## config.mk

```make
export PLATFORM = sky130hd
export DESIGN_NAME = frsc_regs
export DESIGN_NICKNAME = d
export VERILOG_FILES = /design/src/pkg/frsc_pkg.sv /design/src/pkg/frsc_ramp_if.sv /design/src/design/frsc_pa_ramp.sv /design/src/design/frsc_regs.sv
export SDC_FILE = /design/constraint.sdc
export NUM_CORES = 1
export LEC_CHECK = 0
export BUFFER_PORTS_ARGS = -buffer_cell sky130_fd_sc_hd__buf_4
export CAP_MARGIN = 20
export CORE_ASPECT_RATIO = 1.25
export CORE_UTILIZATION = 40
export DETAILED_ROUTE_END_ITERATION = 12
export GPL_TIMING_DRIVEN = 0
export HOLD_SLACK_MARGIN = 0.06
export PLACE_DENSITY = 0.71
export SYNTH_ARGS = -nofsm -noshare
export SYNTH_HDL_FRONTEND = slang
export SYNTH_SLANG_ARGS = --single-unit
```

## constraint.sdc

```tcl
create_clock -name clock -period 3.8 [get_ports clock]
set_input_delay 0.19 -clock clock [delete_from_list [all_inputs] [get_ports clock]]
set_output_delay 0.19 -clock clock [all_outputs]
set_load 0.1 [all_outputs]
```

## src/pkg/frsc_pkg.sv

```systemverilog
// Constants and types of the front-end and synthesizer calibration register group
//
// Contract
// - Three-bit power index selects one table entry
// - Amplitude keying: one symbol uses indexed entry
// - Amplitude keying: zero symbol uses entry zero
// - Step entries zero..index for shaping and ramps
// - Pump enable zero skips charge pump stage
// - Low pump bits hold exponential current code
// - Oscillator current: result, or software override
// - Bit five selects high or low core
// - Receive register holds four two-bit biases
// - Transmit register holds LO buffer bias
package frsc_pkg;

  // ****************************************************************
  // Register map
  // ****************************************************************
  localparam int unsigned ADDR_W = 6;
  localparam int unsigned DATA_W = 8;

  localparam logic [ADDR_W-1:0] ADDR_RX_FRONT_END_BIAS  = 6'h21;
  localparam logic [ADDR_W-1:0] ADDR_TX_FRONT_END_CFG   = 6'h22;
  localparam logic [ADDR_W-1:0] ADDR_SYNTH_CAL_PUMP     = 6'h23;
  localparam logic [ADDR_W-1:0] ADDR_SYNTH_CAL_OSC      = 6'h24;

  // ****************************************************************
  // Reset values and writable-bit masks
  // ****************************************************************
  localparam logic [DATA_W-1:0] RST_RX_FRONT_END_BIAS   = 8'h56;
  localparam logic [DATA_W-1:0] RST_TX_FRONT_END_CFG    = 8'h10;
  localparam logic [DATA_W-1:0] RST_SYNTH_CAL_PUMP      = 8'hA9;
  localparam logic [DATA_W-1:0] RST_SYNTH_CAL_OSC       = 8'h0A;

  localparam logic [DATA_W-1:0] MASK_RX_FRONT_END_BIAS  = 8'hFF;
  localparam logic [DATA_W-1:0] MASK_TX_FRONT_END_CFG   = 8'h37;
  localparam logic [DATA_W-1:0] MASK_SYNTH_CAL_PUMP     = 8'hFF;
  localparam logic [DATA_W-1:0] MASK_SYNTH_CAL_OSC      = 8'h3F;
  localparam logic [DATA_W-1:0] READ_UNMAPPED           = 8'h00;

  // ****************************************************************
  // Field positions
  // ****************************************************************
  localparam int unsigned INPUT_AMP_BIAS_LSB     = 6;
  localparam int unsigned AMP_TO_MIXER_BIAS_LSB  = 4;
  localparam int unsigned RX_LO_BUFFER_BIAS_LSB  = 2;
  localparam int unsigned MIXER_BIAS_LSB         = 0;
  localparam int unsigned BIAS_W                 = 2;
  localparam int unsigned TX_LO_BUFFER_BIAS_LSB  = 4;
  localparam int unsigned TX_POWER_INDEX_LSB     = 0;
  localparam int unsigned TX_POWER_INDEX_W       = 3;
  localparam int unsigned PUMP_CAL_CONFIG_LSB    = 6;
  localparam int unsigned PUMP_CAL_STAGE_EN_LSB  = 4;
  localparam int unsigned PUMP_CURRENT_CODE_LSB  = 0;
  localparam int unsigned PUMP_CURRENT_CODE_W    = 4;
  localparam int unsigned OSC_HIGH_CORE_BIT      = 5;
  localparam int unsigned OSC_CURRENT_LSB        = 0;
  localparam int unsigned OSC_CURRENT_W          = 5;
  localparam int unsigned CAL_RESULT_W           = 5;

  // ****************************************************************
  // Power ramp timing
  // ****************************************************************
  localparam int unsigned CLK_PERIOD_NS          = 4;
  localparam int unsigned RAMP_STEP_NS           = 32;
  localparam int unsigned RAMP_STEP_CYCLES       = (RAMP_STEP_NS + CLK_PERIOD_NS - 1) / CLK_PERIOD_NS;
  localparam logic [TX_POWER_INDEX_W-1:0] PA_INDEX_ZERO = 3'h0;

  // ****************************************************************
  // Calibration sequencer
  // ****************************************************************
  typedef enum logic [1:0] {
    FRSC_CAL_IDLE,
    FRSC_CAL_PUMP,
    FRSC_CAL_OSC
  } frsc_cal_state_t;

endpackage

```

## src/pkg/frsc_ramp_if.sv

```systemverilog
// Carrier between the register group and the power ramp stepper
`timescale 1ns/1ps
interface frsc_ramp_if
  import frsc_pkg::*;
();
  logic [TX_POWER_INDEX_W-1:0] power_index;
  logic                        amplitude_keyed;
  logic                        tx_active;
  logic                        tx_symbol;
  logic [TX_POWER_INDEX_W-1:0] table_index;
  logic                        settled;

  modport regs
  (
    output power_index,
    output amplitude_keyed,
    output tx_active,
    output tx_symbol,
    input  table_index,
    input  settled
  );

  modport ramp
  (
    input  power_index,
    input  amplitude_keyed,
    input  tx_active,
    input  tx_symbol,
    output table_index,
    output settled
  );
endinterface
```

## src/design/frsc_pa_ramp.sv

```systemverilog
// Power-level table index stepper for ramping and amplitude shaping
`timescale 1ns/1ps
module frsc_pa_ramp
  import frsc_pkg::*;
#(
  parameter int unsigned STEP_CYCLES = RAMP_STEP_CYCLES
)
(
  input  wire logic  clock,
  input  wire logic  nrst,
  input  wire logic  clk_en,
  frsc_ramp_if.ramp  rif
);

  localparam int unsigned CNT_W = (STEP_CYCLES > 1) ? $clog2(STEP_CYCLES) : 1;
  localparam logic [CNT_W-1:0] CNT_LAST = CNT_W'(STEP_CYCLES - 1);
  localparam logic [CNT_W-1:0] CNT_ZERO = '0;

  logic [TX_POWER_INDEX_W-1:0] level;
  logic [TX_POWER_INDEX_W-1:0] next_level;
  logic [CNT_W-1:0]            step_cnt;
  logic [CNT_W-1:0]            next_step_cnt;
  logic [TX_POWER_INDEX_W-1:0] target;

  // ****************************************************************
  // Target and stepping
  // ****************************************************************
  always_comb
  begin
    if (!rif.tx_active)
      target = PA_INDEX_ZERO;
    else if (rif.amplitude_keyed)
      target = rif.tx_symbol ? rif.power_index : PA_INDEX_ZERO;
    else
      target = rif.power_index;
    next_level    = level;
    next_step_cnt = step_cnt;
    // One entry per step, so every entry from zero to the index is visited
    if (level == target)
      next_step_cnt = CNT_ZERO;
    else if (step_cnt == CNT_LAST)
    begin
      next_step_cnt = CNT_ZERO;
      next_level    = (level < target) ? level + 3'h1 : level - 3'h1;
    end
    else
      next_step_cnt = step_cnt + CNT_W'(1);
  end

  always_ff @(posedge clock or negedge nrst)
  begin
    if (!nrst)
    begin
      level    <= PA_INDEX_ZERO;
      step_cnt <= CNT_ZERO;
    end
    else if (clk_en)
    begin
      level    <= next_level;
      step_cnt <= next_step_cnt;
    end
  end

  assign rif.table_index = level;
  assign rif.settled     = (level == target);

endmodule

```

## src/design/frsc_regs.sv

```systemverilog
// Front-end bias, transmit power and synthesizer calibration register group
`timescale 1ns/1ps
module frsc_regs
  import frsc_pkg::*;
#(
  parameter int unsigned RAMP_STEPS = RAMP_STEP_CYCLES
)
(
  input  wire logic                           clock,
  input  wire logic                           nrst,
  input  wire logic                           clk_en,
  // Register port from the serial interface engine
  input  wire logic [ADDR_W-1:0]              reg_addr,
  input  wire logic [DATA_W-1:0]              reg_wdata,
  input  wire logic                           reg_wr,
  input  wire logic                           reg_rd,
  output logic      [DATA_W-1:0]              reg_rdata,
  output logic                                reg_rvalid,
  // Receive front end
  output logic      [BIAS_W-1:0]              input_amp_bias,
  output logic      [BIAS_W-1:0]              amp_to_mixer_bias,
  output logic      [BIAS_W-1:0]              rx_lo_buffer_bias,
  output logic      [BIAS_W-1:0]              mixer_bias,
  // Transmit front end
  output logic      [BIAS_W-1:0]              tx_lo_buffer_bias,
  input  wire logic                           tx_active,
  input  wire logic                           amplitude_keyed,
  input  wire logic                           tx_symbol,
  output logic      [TX_POWER_INDEX_W-1:0]    power_level_table_index,
  output logic                                pa_ramp_settled,
  // Synthesizer calibration
  input  wire logic                           cal_start,
  input  wire logic                           cal_stage_done,
  input  wire logic [CAL_RESULT_W-1:0]        cal_stage_result,
  output logic                                pump_cal_run,
  output logic                                osc_cal_run,
  output logic                                cal_busy,
  output logic                                cal_done,
  output logic      [BIAS_W-1:0]              pump_cal_config,
  output logic      [PUMP_CURRENT_CODE_W-1:0] pump_current_code,
  output logic      [OSC_CURRENT_W-1:0]       oscillator_current,
  output logic                                oscillator_high_core_select,
  output logic                                oscillator_override_held
);

  // ****************************************************************
  // Helpers
  // ****************************************************************
  // Decode shared by the write path and the read path
  function automatic logic hit(input logic [ADDR_W-1:0] a, input logic [ADDR_W-1:0] target);
    hit = (a == target);
  endfunction

  // Writable bits take the new value, the rest stay zero
  function automatic logic [DATA_W-1:0] masked(input logic [DATA_W-1:0] d, input logic [DATA_W-1:0] m);
    masked = d & m;
  endfunction

  // ****************************************************************
  // State
  // ****************************************************************
  logic [DATA_W-1:0]        rx_front_end_bias;
  logic [DATA_W-1:0]        next_rx_front_end_bias;
  logic [DATA_W-1:0]        tx_front_end_config;
  logic [DATA_W-1:0]        next_tx_front_end_config;
  logic [DATA_W-1:0]        synth_cal_pump_word;
  logic [DATA_W-1:0]        next_synth_cal_pump_word;
  logic [DATA_W-1:0]        synth_cal_oscillator_word;
  logic [DATA_W-1:0]        next_synth_cal_oscillator_word;
  logic [DATA_W-1:0]        next_reg_rdata;
  logic                     next_reg_rvalid;
  logic                     osc_override;
  logic                     next_osc_override;
  frsc_cal_state_t          cal_state;
  frsc_cal_state_t          next_cal_state;
  logic                     next_cal_done;
  logic                     pump_stage_enabled;
  logic                     wr_rx;
  logic                     wr_tx;
  logic                     wr_pump;
  logic                     wr_osc;

  frsc_ramp_if rif ();

  assign wr_rx   = reg_wr && hit(reg_addr, ADDR_RX_FRONT_END_BIAS);
  assign wr_tx   = reg_wr && hit(reg_addr, ADDR_TX_FRONT_END_CFG);
  assign wr_pump = reg_wr && hit(reg_addr, ADDR_SYNTH_CAL_PUMP);
  assign wr_osc  = reg_wr && hit(reg_addr, ADDR_SYNTH_CAL_OSC);

  assign pump_stage_enabled = |synth_cal_pump_word[PUMP_CAL_STAGE_EN_LSB +: BIAS_W];

  // ****************************************************************
  // Calibration sequencer
  // ****************************************************************
  always_comb
  begin
    next_cal_state = cal_state;
    next_cal_done  = 1'b0;
    unique case (cal_state)
      FRSC_CAL_IDLE:
      begin
        if (cal_start)
        begin
          // Disabled pump stage goes straight to the oscillator stage
          if (pump_stage_enabled)
            next_cal_state = FRSC_CAL_PUMP;
          else
            next_cal_state = FRSC_CAL_OSC;
        end
      end
      FRSC_CAL_PUMP:
      begin
        if (cal_stage_done)
          next_cal_state = FRSC_CAL_OSC;
      end
      FRSC_CAL_OSC:
      begin
        // A held override stands in for the fresh measurement
        if (cal_stage_done || osc_override)
        begin
          next_cal_state = FRSC_CAL_IDLE;
          next_cal_done  = 1'b1;
        end
      end
    endcase
  end

  always_ff @(posedge clock or negedge nrst)
  begin
    if (!nrst)
    begin
      cal_state <= FRSC_CAL_IDLE;
      cal_done  <= 1'b0;
    end
    else if (clk_en)
    begin
      cal_state <= next_cal_state;
      cal_done  <= next_cal_done;
    end
  end

  assign pump_cal_run = (cal_state == FRSC_CAL_PUMP);
  assign osc_cal_run  = (cal_state == FRSC_CAL_OSC) && !osc_override;
  assign cal_busy     = (cal_state != FRSC_CAL_IDLE);

  // ****************************************************************
  // Register file
  // ****************************************************************
  always_comb
  begin
    next_rx_front_end_bias         = rx_front_end_bias;
    next_tx_front_end_config       = tx_front_end_config;
    next_synth_cal_pump_word       = synth_cal_pump_word;
    next_synth_cal_oscillator_word = synth_cal_oscillator_word;
    next_osc_override              = osc_override;

    if (wr_rx)
      next_rx_front_end_bias = masked(reg_wdata, MASK_RX_FRONT_END_BIAS);
    if (wr_tx)
      next_tx_front_end_config = masked(reg_wdata, MASK_TX_FRONT_END_CFG);

    // Hardware result first, so a software write in the same cycle wins
    if (pump_cal_run && cal_stage_done)
      next_synth_cal_pump_word[PUMP_CURRENT_CODE_LSB +: PUMP_CURRENT_CODE_W] =
        cal_stage_result[PUMP_CURRENT_CODE_W-1:0];
    if (wr_pump)
      next_synth_cal_pump_word = masked(reg_wdata, MASK_SYNTH_CAL_PUMP);

    if (osc_cal_run && cal_stage_done)
      next_synth_cal_oscillator_word[OSC_CURRENT_LSB +: OSC_CURRENT_W] =
        cal_stage_result[OSC_CURRENT_W-1:0];
    // Override lasts for one calibration, then fresh results return
    if (next_cal_done)
      next_osc_override = 1'b0;
    if (wr_osc)
    begin
      next_synth_cal_oscillator_word = masked(reg_wdata, MASK_SYNTH_CAL_OSC);
      next_osc_override              = 1'b1;
    end
  end

  always_ff @(posedge clock or negedge nrst)
  begin
    if (!nrst)
    begin
      rx_front_end_bias         <= RST_RX_FRONT_END_BIAS;
      tx_front_end_config       <= RST_TX_FRONT_END_CFG;
      synth_cal_pump_word       <= RST_SYNTH_CAL_PUMP;
      synth_cal_oscillator_word <= RST_SYNTH_CAL_OSC;
      osc_override              <= 1'b0;
    end
    else if (clk_en)
    begin
      rx_front_end_bias         <= next_rx_front_end_bias;
      tx_front_end_config       <= next_tx_front_end_config;
      synth_cal_pump_word       <= next_synth_cal_pump_word;
      synth_cal_oscillator_word <= next_synth_cal_oscillator_word;
      osc_override              <= next_osc_override;
    end
  end

  // ****************************************************************
  // Read path
  // ****************************************************************
  always_comb
  begin
    next_reg_rdata  = reg_rdata;
    next_reg_rvalid = reg_rd;
    if (reg_rd)
    begin
      if (hit(reg_addr, ADDR_RX_FRONT_END_BIAS))
        next_reg_rdata = rx_front_end_bias;
      else if (hit(reg_addr, ADDR_TX_FRONT_END_CFG))
        next_reg_rdata = masked(tx_front_end_config, MASK_TX_FRONT_END_CFG);
      else if (hit(reg_addr, ADDR_SYNTH_CAL_PUMP))
        next_reg_rdata = synth_cal_pump_word;
      else if (hit(reg_addr, ADDR_SYNTH_CAL_OSC))
        next_reg_rdata = masked(synth_cal_oscillator_word, MASK_SYNTH_CAL_OSC);
      else
        next_reg_rdata = READ_UNMAPPED;
    end
  end

  always_ff @(posedge clock or negedge nrst)
  begin
    if (!nrst)
    begin
      reg_rdata  <= READ_UNMAPPED;
      reg_rvalid <= 1'b0;
    end
    else if (clk_en)
    begin
      reg_rdata  <= next_reg_rdata;
      reg_rvalid <= next_reg_rvalid;
    end
  end

  // ****************************************************************
  // Power ramp
  // ****************************************************************
  assign rif.power_index     = tx_front_end_config[TX_POWER_INDEX_LSB +: TX_POWER_INDEX_W];
  assign rif.amplitude_keyed = amplitude_keyed;
  assign rif.tx_active       = tx_active;
  assign rif.tx_symbol       = tx_symbol;

  frsc_pa_ramp #(
    .STEP_CYCLES (RAMP_STEPS)
  ) u_ramp (
    .clock  (clock),
    .nrst   (nrst),
    .clk_en (clk_en),
    .rif    (rif.ramp)
  );

  assign power_level_table_index = rif.table_index;
  assign pa_ramp_settled         = rif.settled;

  // ****************************************************************
  // Analog controls
  // ****************************************************************
  // Fields drive the analog blocks straight from the register flops
  assign input_amp_bias              = rx_front_end_bias[INPUT_AMP_BIAS_LSB +: BIAS_W];
  assign amp_to_mixer_bias           = rx_front_end_bias[AMP_TO_MIXER_BIAS_LSB +: BIAS_W];
  assign rx_lo_buffer_bias           = rx_front_end_bias[RX_LO_BUFFER_BIAS_LSB +: BIAS_W];
  assign mixer_bias                  = rx_front_end_bias[MIXER_BIAS_LSB +: BIAS_W];
  assign tx_lo_buffer_bias           = tx_front_end_config[TX_LO_BUFFER_BIAS_LSB +: BIAS_W];
  assign pump_cal_config             = synth_cal_pump_word[PUMP_CAL_CONFIG_LSB +: BIAS_W];
  // Current is I0 * 2^(code/4); the analog side does the exponent
  assign pump_current_code           = synth_cal_pump_word[PUMP_CURRENT_CODE_LSB +: PUMP_CURRENT_CODE_W];
  assign oscillator_current          = synth_cal_oscillator_word[OSC_CURRENT_LSB +: OSC_CURRENT_W];
  assign oscillator_high_core_select = synth_cal_oscillator_word[OSC_HIGH_CORE_BIT];
  assign oscillator_override_held    = osc_override;

endmodule

```

# Yosys cells after proc, flatten, opt, wreduce, memory -nomap -nowiden
# Cells that the tools add are included.
# op_classes
add_sub_neg	3
magnitude_cmp	1
n_eq_ne	11
n_mux	23
bitwise	1
reduce_logical	25
# ops
operator	count
$eq A6 B6 Y1 const B	4
$mux W8	3
$mux W3	6
$reduce_and A2 Y1	8
$mux W5	2
$mux W2	4
$mux W4	2
$reduce_bool A2 Y1	4
$logic_and A1 B1 Y1	7
$add A3 B1 Y3 const B	2
$mux W6	1
$ne A2 B2 Y1 const B	3
$pmux W2 S3	1
$mux W1	4
$reduce_and A4 Y1	1
$eq A3 B3 Y1	1
$eq A3 B3 Y1 const B	1
$lt A3 B3 Y1	1
$reduce_and A3 Y1	1
$sub A3 B1 Y3 const B	1
$eq A2 B1 Y1 const B	1
$eq A2 B2 Y1 const B	1
$logic_not A2 Y1	1
$reduce_or A2 Y1	1
other kinds (3)	3
# word_totals
reg_bits	46
output_inout_bits	40
word_cells	77

# Logic depth before layout (Yosys ltp)
# depth
depth_word	6
depth_mapped	10
mapped_depth_nobuf	10

# By module
# From an unflattened synthesis, not the netlist that was laid out.
# unflattened
hier_cells	226
area_unflattened_um2	2439.8
# by_module_without_submodules
module	instances	cells_per_inst	area_per_inst_um2	seq_area_each_um2
frsc_regs	1	186	2048.2	1014.7
frsc_pa_ramp	1	40	391.6	150.1

# Worst setup path before layout
# OpenSTA, ideal clock, no wires.
# synth_timing
path_type	flip-flop to flip-flop
from	register osc_override (netlist: oscillator_override_held)
to	register synth_cal_oscillator_word[0]
setup_ps	135
t_arrival_ps	2903
required_time_ps	3665
path_slack_ps	761
stages_incl_launch_ff	5
cell_sequence	dfrtp_1 -> nor2b_1 -> nand2_1 -> nand3_1 -> o211ai_1
# synth_via
elab_chain_len	5
# synth_lines
element	line_no	rtl
start: declaration	frsc_regs.sv:72	logic osc_override;
start signal: assignment	frsc_regs.sv:198	osc_override <= next_osc_override;
$logic_not A1 Y1	frsc_regs.sv:143	assign osc_cal_run = (cal_state == FRSC_CAL_OSC) && !osc_override;
$logic_and A1 B1 Y1	frsc_regs.sv:143	
net osc_cal_run	frsc_regs.sv:36	output logic osc_cal_run,
$logic_and A1 B1 Y1	frsc_regs.sv:169	if (osc_cal_run && cal_stage_done)
$reduce_bool A2 Y1 (no line)	n/a	
$reduce_and A2 Y1 (no line)	n/a	
end signal: assignment	frsc_regs.sv:197	synth_cal_oscillator_word <= next_synth_cal_oscillator_word;
end: declaration	frsc_regs.sv:68	logic [DATA_W-1:0] synth_cal_oscillator_word;
# The timed path passes the listed nets, and every way through them passes these cells.
# A chain may end at the register's enable or synchronous reset.

# Worst setup path in the final report
# layout_timing
from	register tx_front_end_config[2]
to	register u_ramp.level[2] (netlist: u_ramp.rif.table_index[2])
# layout_via
elab_chain_len	6
word_cells_on_any_way	8
classes_between	1 x order compare; 1 x eq/ne; 4 x mux; 1 x bitwise; 1 x reduce/logical
# layout_lines
element	line_no	rtl
start: declaration	frsc_regs.sv:64	logic [DATA_W-1:0] tx_front_end_config;
start signal: assignment	frsc_regs.sv:195	tx_front_end_config <= next_tx_front_end_config;
$mux W3	frsc_pa_ramp.sv:33	target = rif.tx_symbol ? rif.power_index : PA_INDEX_ZERO;
$mux W3 (*)	frsc_pa_ramp.sv:32	else if (rif.amplitude_keyed)
$mux W3 (*)	frsc_pa_ramp.sv:30	if (!rif.tx_active)
branches (longest 3 deep; another with $lt A3 B3 Y1)	n/a	
end signal: assignment	frsc_pa_ramp.sv:59	level <= next_level;
end: declaration	frsc_pa_ramp.sv:19	logic [TX_POWER_INDEX_W-1:0] level;
# Every way passes the cells marked *.

==> out/results.tsv <==
metric	value	unit
Worst-path clk slew	90	ps
Startpoint Class	flip-flop	
crit path time final	2050	ps
clock root cell	clkbuf_8	
CP required	4030	ps
post-route ant nets	0	
Async SR Flop Fraction	100	%
min-delay src	reg_wdata[7]	
Clock Sinks	46	
#FFs+latches synth	46	
initial core utilization	42.1	%
fmax	488	MHz
worst setup margin	1750	ps
Rows	32	
port bufs	68	
vias in the first global route	2138	
Syn Inst Count	241	
Ant. Diodes	0	
MaxCap Viol Count	0	
Synth Flop Type	dfrtp_1	
biggest cell delay along the critical path	390	ps
RSZ-0062 raised after global routing	no	
first-pass GRT wire length	10300	um
top cells by area, synth	dfrtp_1, dfstp_2, mux2_2, ha_1, nand2_1	
die height	92.9	um
post-synth top area share	33.1	%
Num CTS Buffers	5	
Die X-Extent	74.8	um
Total Nets Final	355	
PwrDens	673	mW/mm^2
largest net degree at the start of global routing	47	
Crit Path Category	flip-flop to flip-flop	
worst rel slew slack	61.9	%
DRT Pass-1 Iters	4	
mapped cell area	0.00265	sq mm
area leader, netlist	dfrtp_1	
Syn. warnings	0	
H-tree levels	2	
Initial DRC Count	81	
GRT Total Usage	19.6	%
Setup TNS	0	ps
worst hold margin	119	ps
cell repeated most along the worst path	nand2_1	
critical path arrival	2280	ps
routability cong.	0.813	
DIE AREA	0.00695	sq mm
CTS resizes	0	
TritonCTS clock tree	built	
Critical Path Source	tx_front_end_config[2]$_DFFE_PN0P_	
Slowest-stage cell, CP	dfrtp_1	
final wirelength	6300	um
gr ovfl total	0	
final hold violations	0	
Max Buffers Root-to-Sink	2	
Seq/Total Area, Yosys	44.0	%
Core ar.	0.00629	sq mm
worst-margin pin slew	571	ps
Final Cycle Share	54.0	%
HPWL Detailed	4820	um
Crit Path Max Fanout	3	
Critical R2R Launch	tx_front_end_config[2]$_DFFE_PN0P_	
vias	2146	
IO Pins	69	
Setup-failing EPs final	0	
Lkg Pwr	1.62	nW
post-synthesis cell type count	47	
antenna violations before repair	0	
worst clock skew	9.01	ps
Setup WS pre-CTS	1480	ps
wire per inst	15.6	um
Mapped Nets	279	
Peak VDD IR	443	uV
DRC	0	
Post-synth EDFFs	0	
crit path cell chain	nand2_1 -> ha_1 -> a21oi_1 -> nand2_1 -> fa_1 -> and3_1 -> o21ai_0 -> xnor2_1	
Clock Latency Late Sink	300	ps
vias per cell	5.33	
Hold Path Class	input port to flip-flop	
layout cells sized above 1	42.5	%
Worst Setup End Kind	flip-flop	
Final Max Slew Viols	0	
outcome	finished, final reports clean	
area grow syn2layout	27.8	%
Avg Inst Size Synth	11.0	sq um
cell usage in the layout, fill, tap and decap left out, types with 3 or more instances in the layout:
cell type,count
buf_4,77
dfrtp_1,35
nand2_1,21
nand3_1,14
mux2_2,13
nor2b_1,12
o21ai_0,11
dfstp_2,11
inv_1,10
o211ai_1,9
ha_1,8
buf_2,6
a41oi_1,6
a21oi_1,5
and2_1,5
mux2_4,5
clkbuf_8,5
nor2_1,4
o221a_2,4
mux2i_1,4
nand2b_1,4
and3_1,3
nor4bb_1,3
a211o_1,3
a221o_1,3
cell families (layout without fill, tap and decap cells):
| logic type | count (synthesis) | in the layout | synth area share [%] |
|---|---|---|---|
| xor+xnor | 2 | 2 | 0.662 |
| compound gates | 54 | 54 | 15.9 |
| fa+ha+maj | 9 | 9 | 4.54 |
| mux | 23 | 23 | 10.3 |
| buf+inv | 28 | 105 | 5.82 |
| flops | 46 | 46 | 44.0 |
| simple gates | 79 | 79 | 18.7 |
report_power, final:
group	internal, mW	switching [mW]
clock	0.194	0.168
sequential	0.597	0.0842
combinational	0.326	0.908
worst paths after layout:
kind / cells after the start / endpoint / slack, ps
worst max-delay path: 8 / u_ramp.rif.table_index[2]$_DFFE_PN0P_ / 1750
worst min-delay path: 2 / rx_front_end_bias[7]$_DFFE_PN0P_ / 120
worst max register to register: 8 / u_ramp.rif.table_index[2]$_DFFE_PN0P_ / 1750
worst min register to register: 2 / reg_rdata[7]$_DFFE_PN0P_ / 500
max in group asynchronous: 2 / tx_front_end_config[4]$_DFFE_PN1P_ / 2990
min in group asynchronous: 2 / u_ramp.rif.table_index[1]$_DFFE_PN0P_ / 420
area by class of cell:
type | count | area, sq um
plain buffers | 18 | 116
clock buffers | 5 | 68.8
clock inverters | 3 | 40.0
fillers | 558 | 2900
inverters | 10 | 37.5
multi-input cells | 167 | 1330
flip-flops and latches | 46 | 1160
well taps | 85 | 106
repair buffers | 69 | 520
what timing repair did:
action | 4_1_cts | 5_1_grt
endpoints found under the hold margin | 35 | 0
hold buffers | 1 | 0
setup buffers | 0 | 0
flip-flops by register name (all words and copies together) (netlist names):
signal                     count
u_ramp.rif.table_index         3
oscillator_override_held       1
u_ramp.step_cnt                3
synth_cal_pump_word            8
tx_front_end_config            5
reg_rdata                      8
rx_front_end_bias              8
cal_state                      2
reg_rvalid                     1
cal_done                       1
synth_cal_oscillator_word      6
through the flow:
| step | power [mW] | util [%] | std cells | instance area, sq um |
|---|---|---|---|---|
| after floorplan | 1.65 | - | 241 | 2650 |
| after global placement | 1.90 | 51.9 | 394 | 3260 |
| after detailed placement | 1.93 | 51.9 | 394 | 3260 |
| after CTS | 2.29 | 53.8 | 403 | 3380 |
| after global routing | 2.40 | 53.8 | 403 | 3380 |
| final | 2.28 | 53.8 | 403 | 3380 |
routing by layer:
layer / routed length [um] / GRT usage, % / up-vias
met3: 279 / 3.59 / 5
met1: 2870 / 26.2 / 1035
met4: 61 / 5.35 / 0
li1: - / - / 1038
met5: 0 / 0 / -
met2: 3080 / 31.9 / 68
synthesized netlist by cell type, types with 2 or more instances:
library cell and instances:
a41oi_2 2, a221o_1 3, nor2_1 4, nand3_1 14, a21oi_1 5, and3_4 2, o221a_2 4, dfrtp_1 35
a2bb2oi_1 2, nor2b_1 12, nand2_1 21, o21ai_0 11, and3_1 3, nand4_1 2, dfstp_2 11, buf_4 9
a22o_1 2, a41oi_1 6, and2_1 5, o22ai_1 2, nor4bb_1 3, mux2_4 5, ha_1 8, o211ai_1 9
nand2b_1 4, clkbuf_1 2, mux2i_1 4, nand3_4 2, a211o_1 3, inv_1 10, buf_2 6, xnor2_1 2
mux2_2 13, nor3b_4 2
critical path, delay by kind of cell (launching register included):
kind	cells	cell delay [ps]
compound gates	2	440
xor+xnor	1	150
fa+ha+maj	2	690
flops	1	390
simple gates	3	320
(Power assumes the default switching activity.)
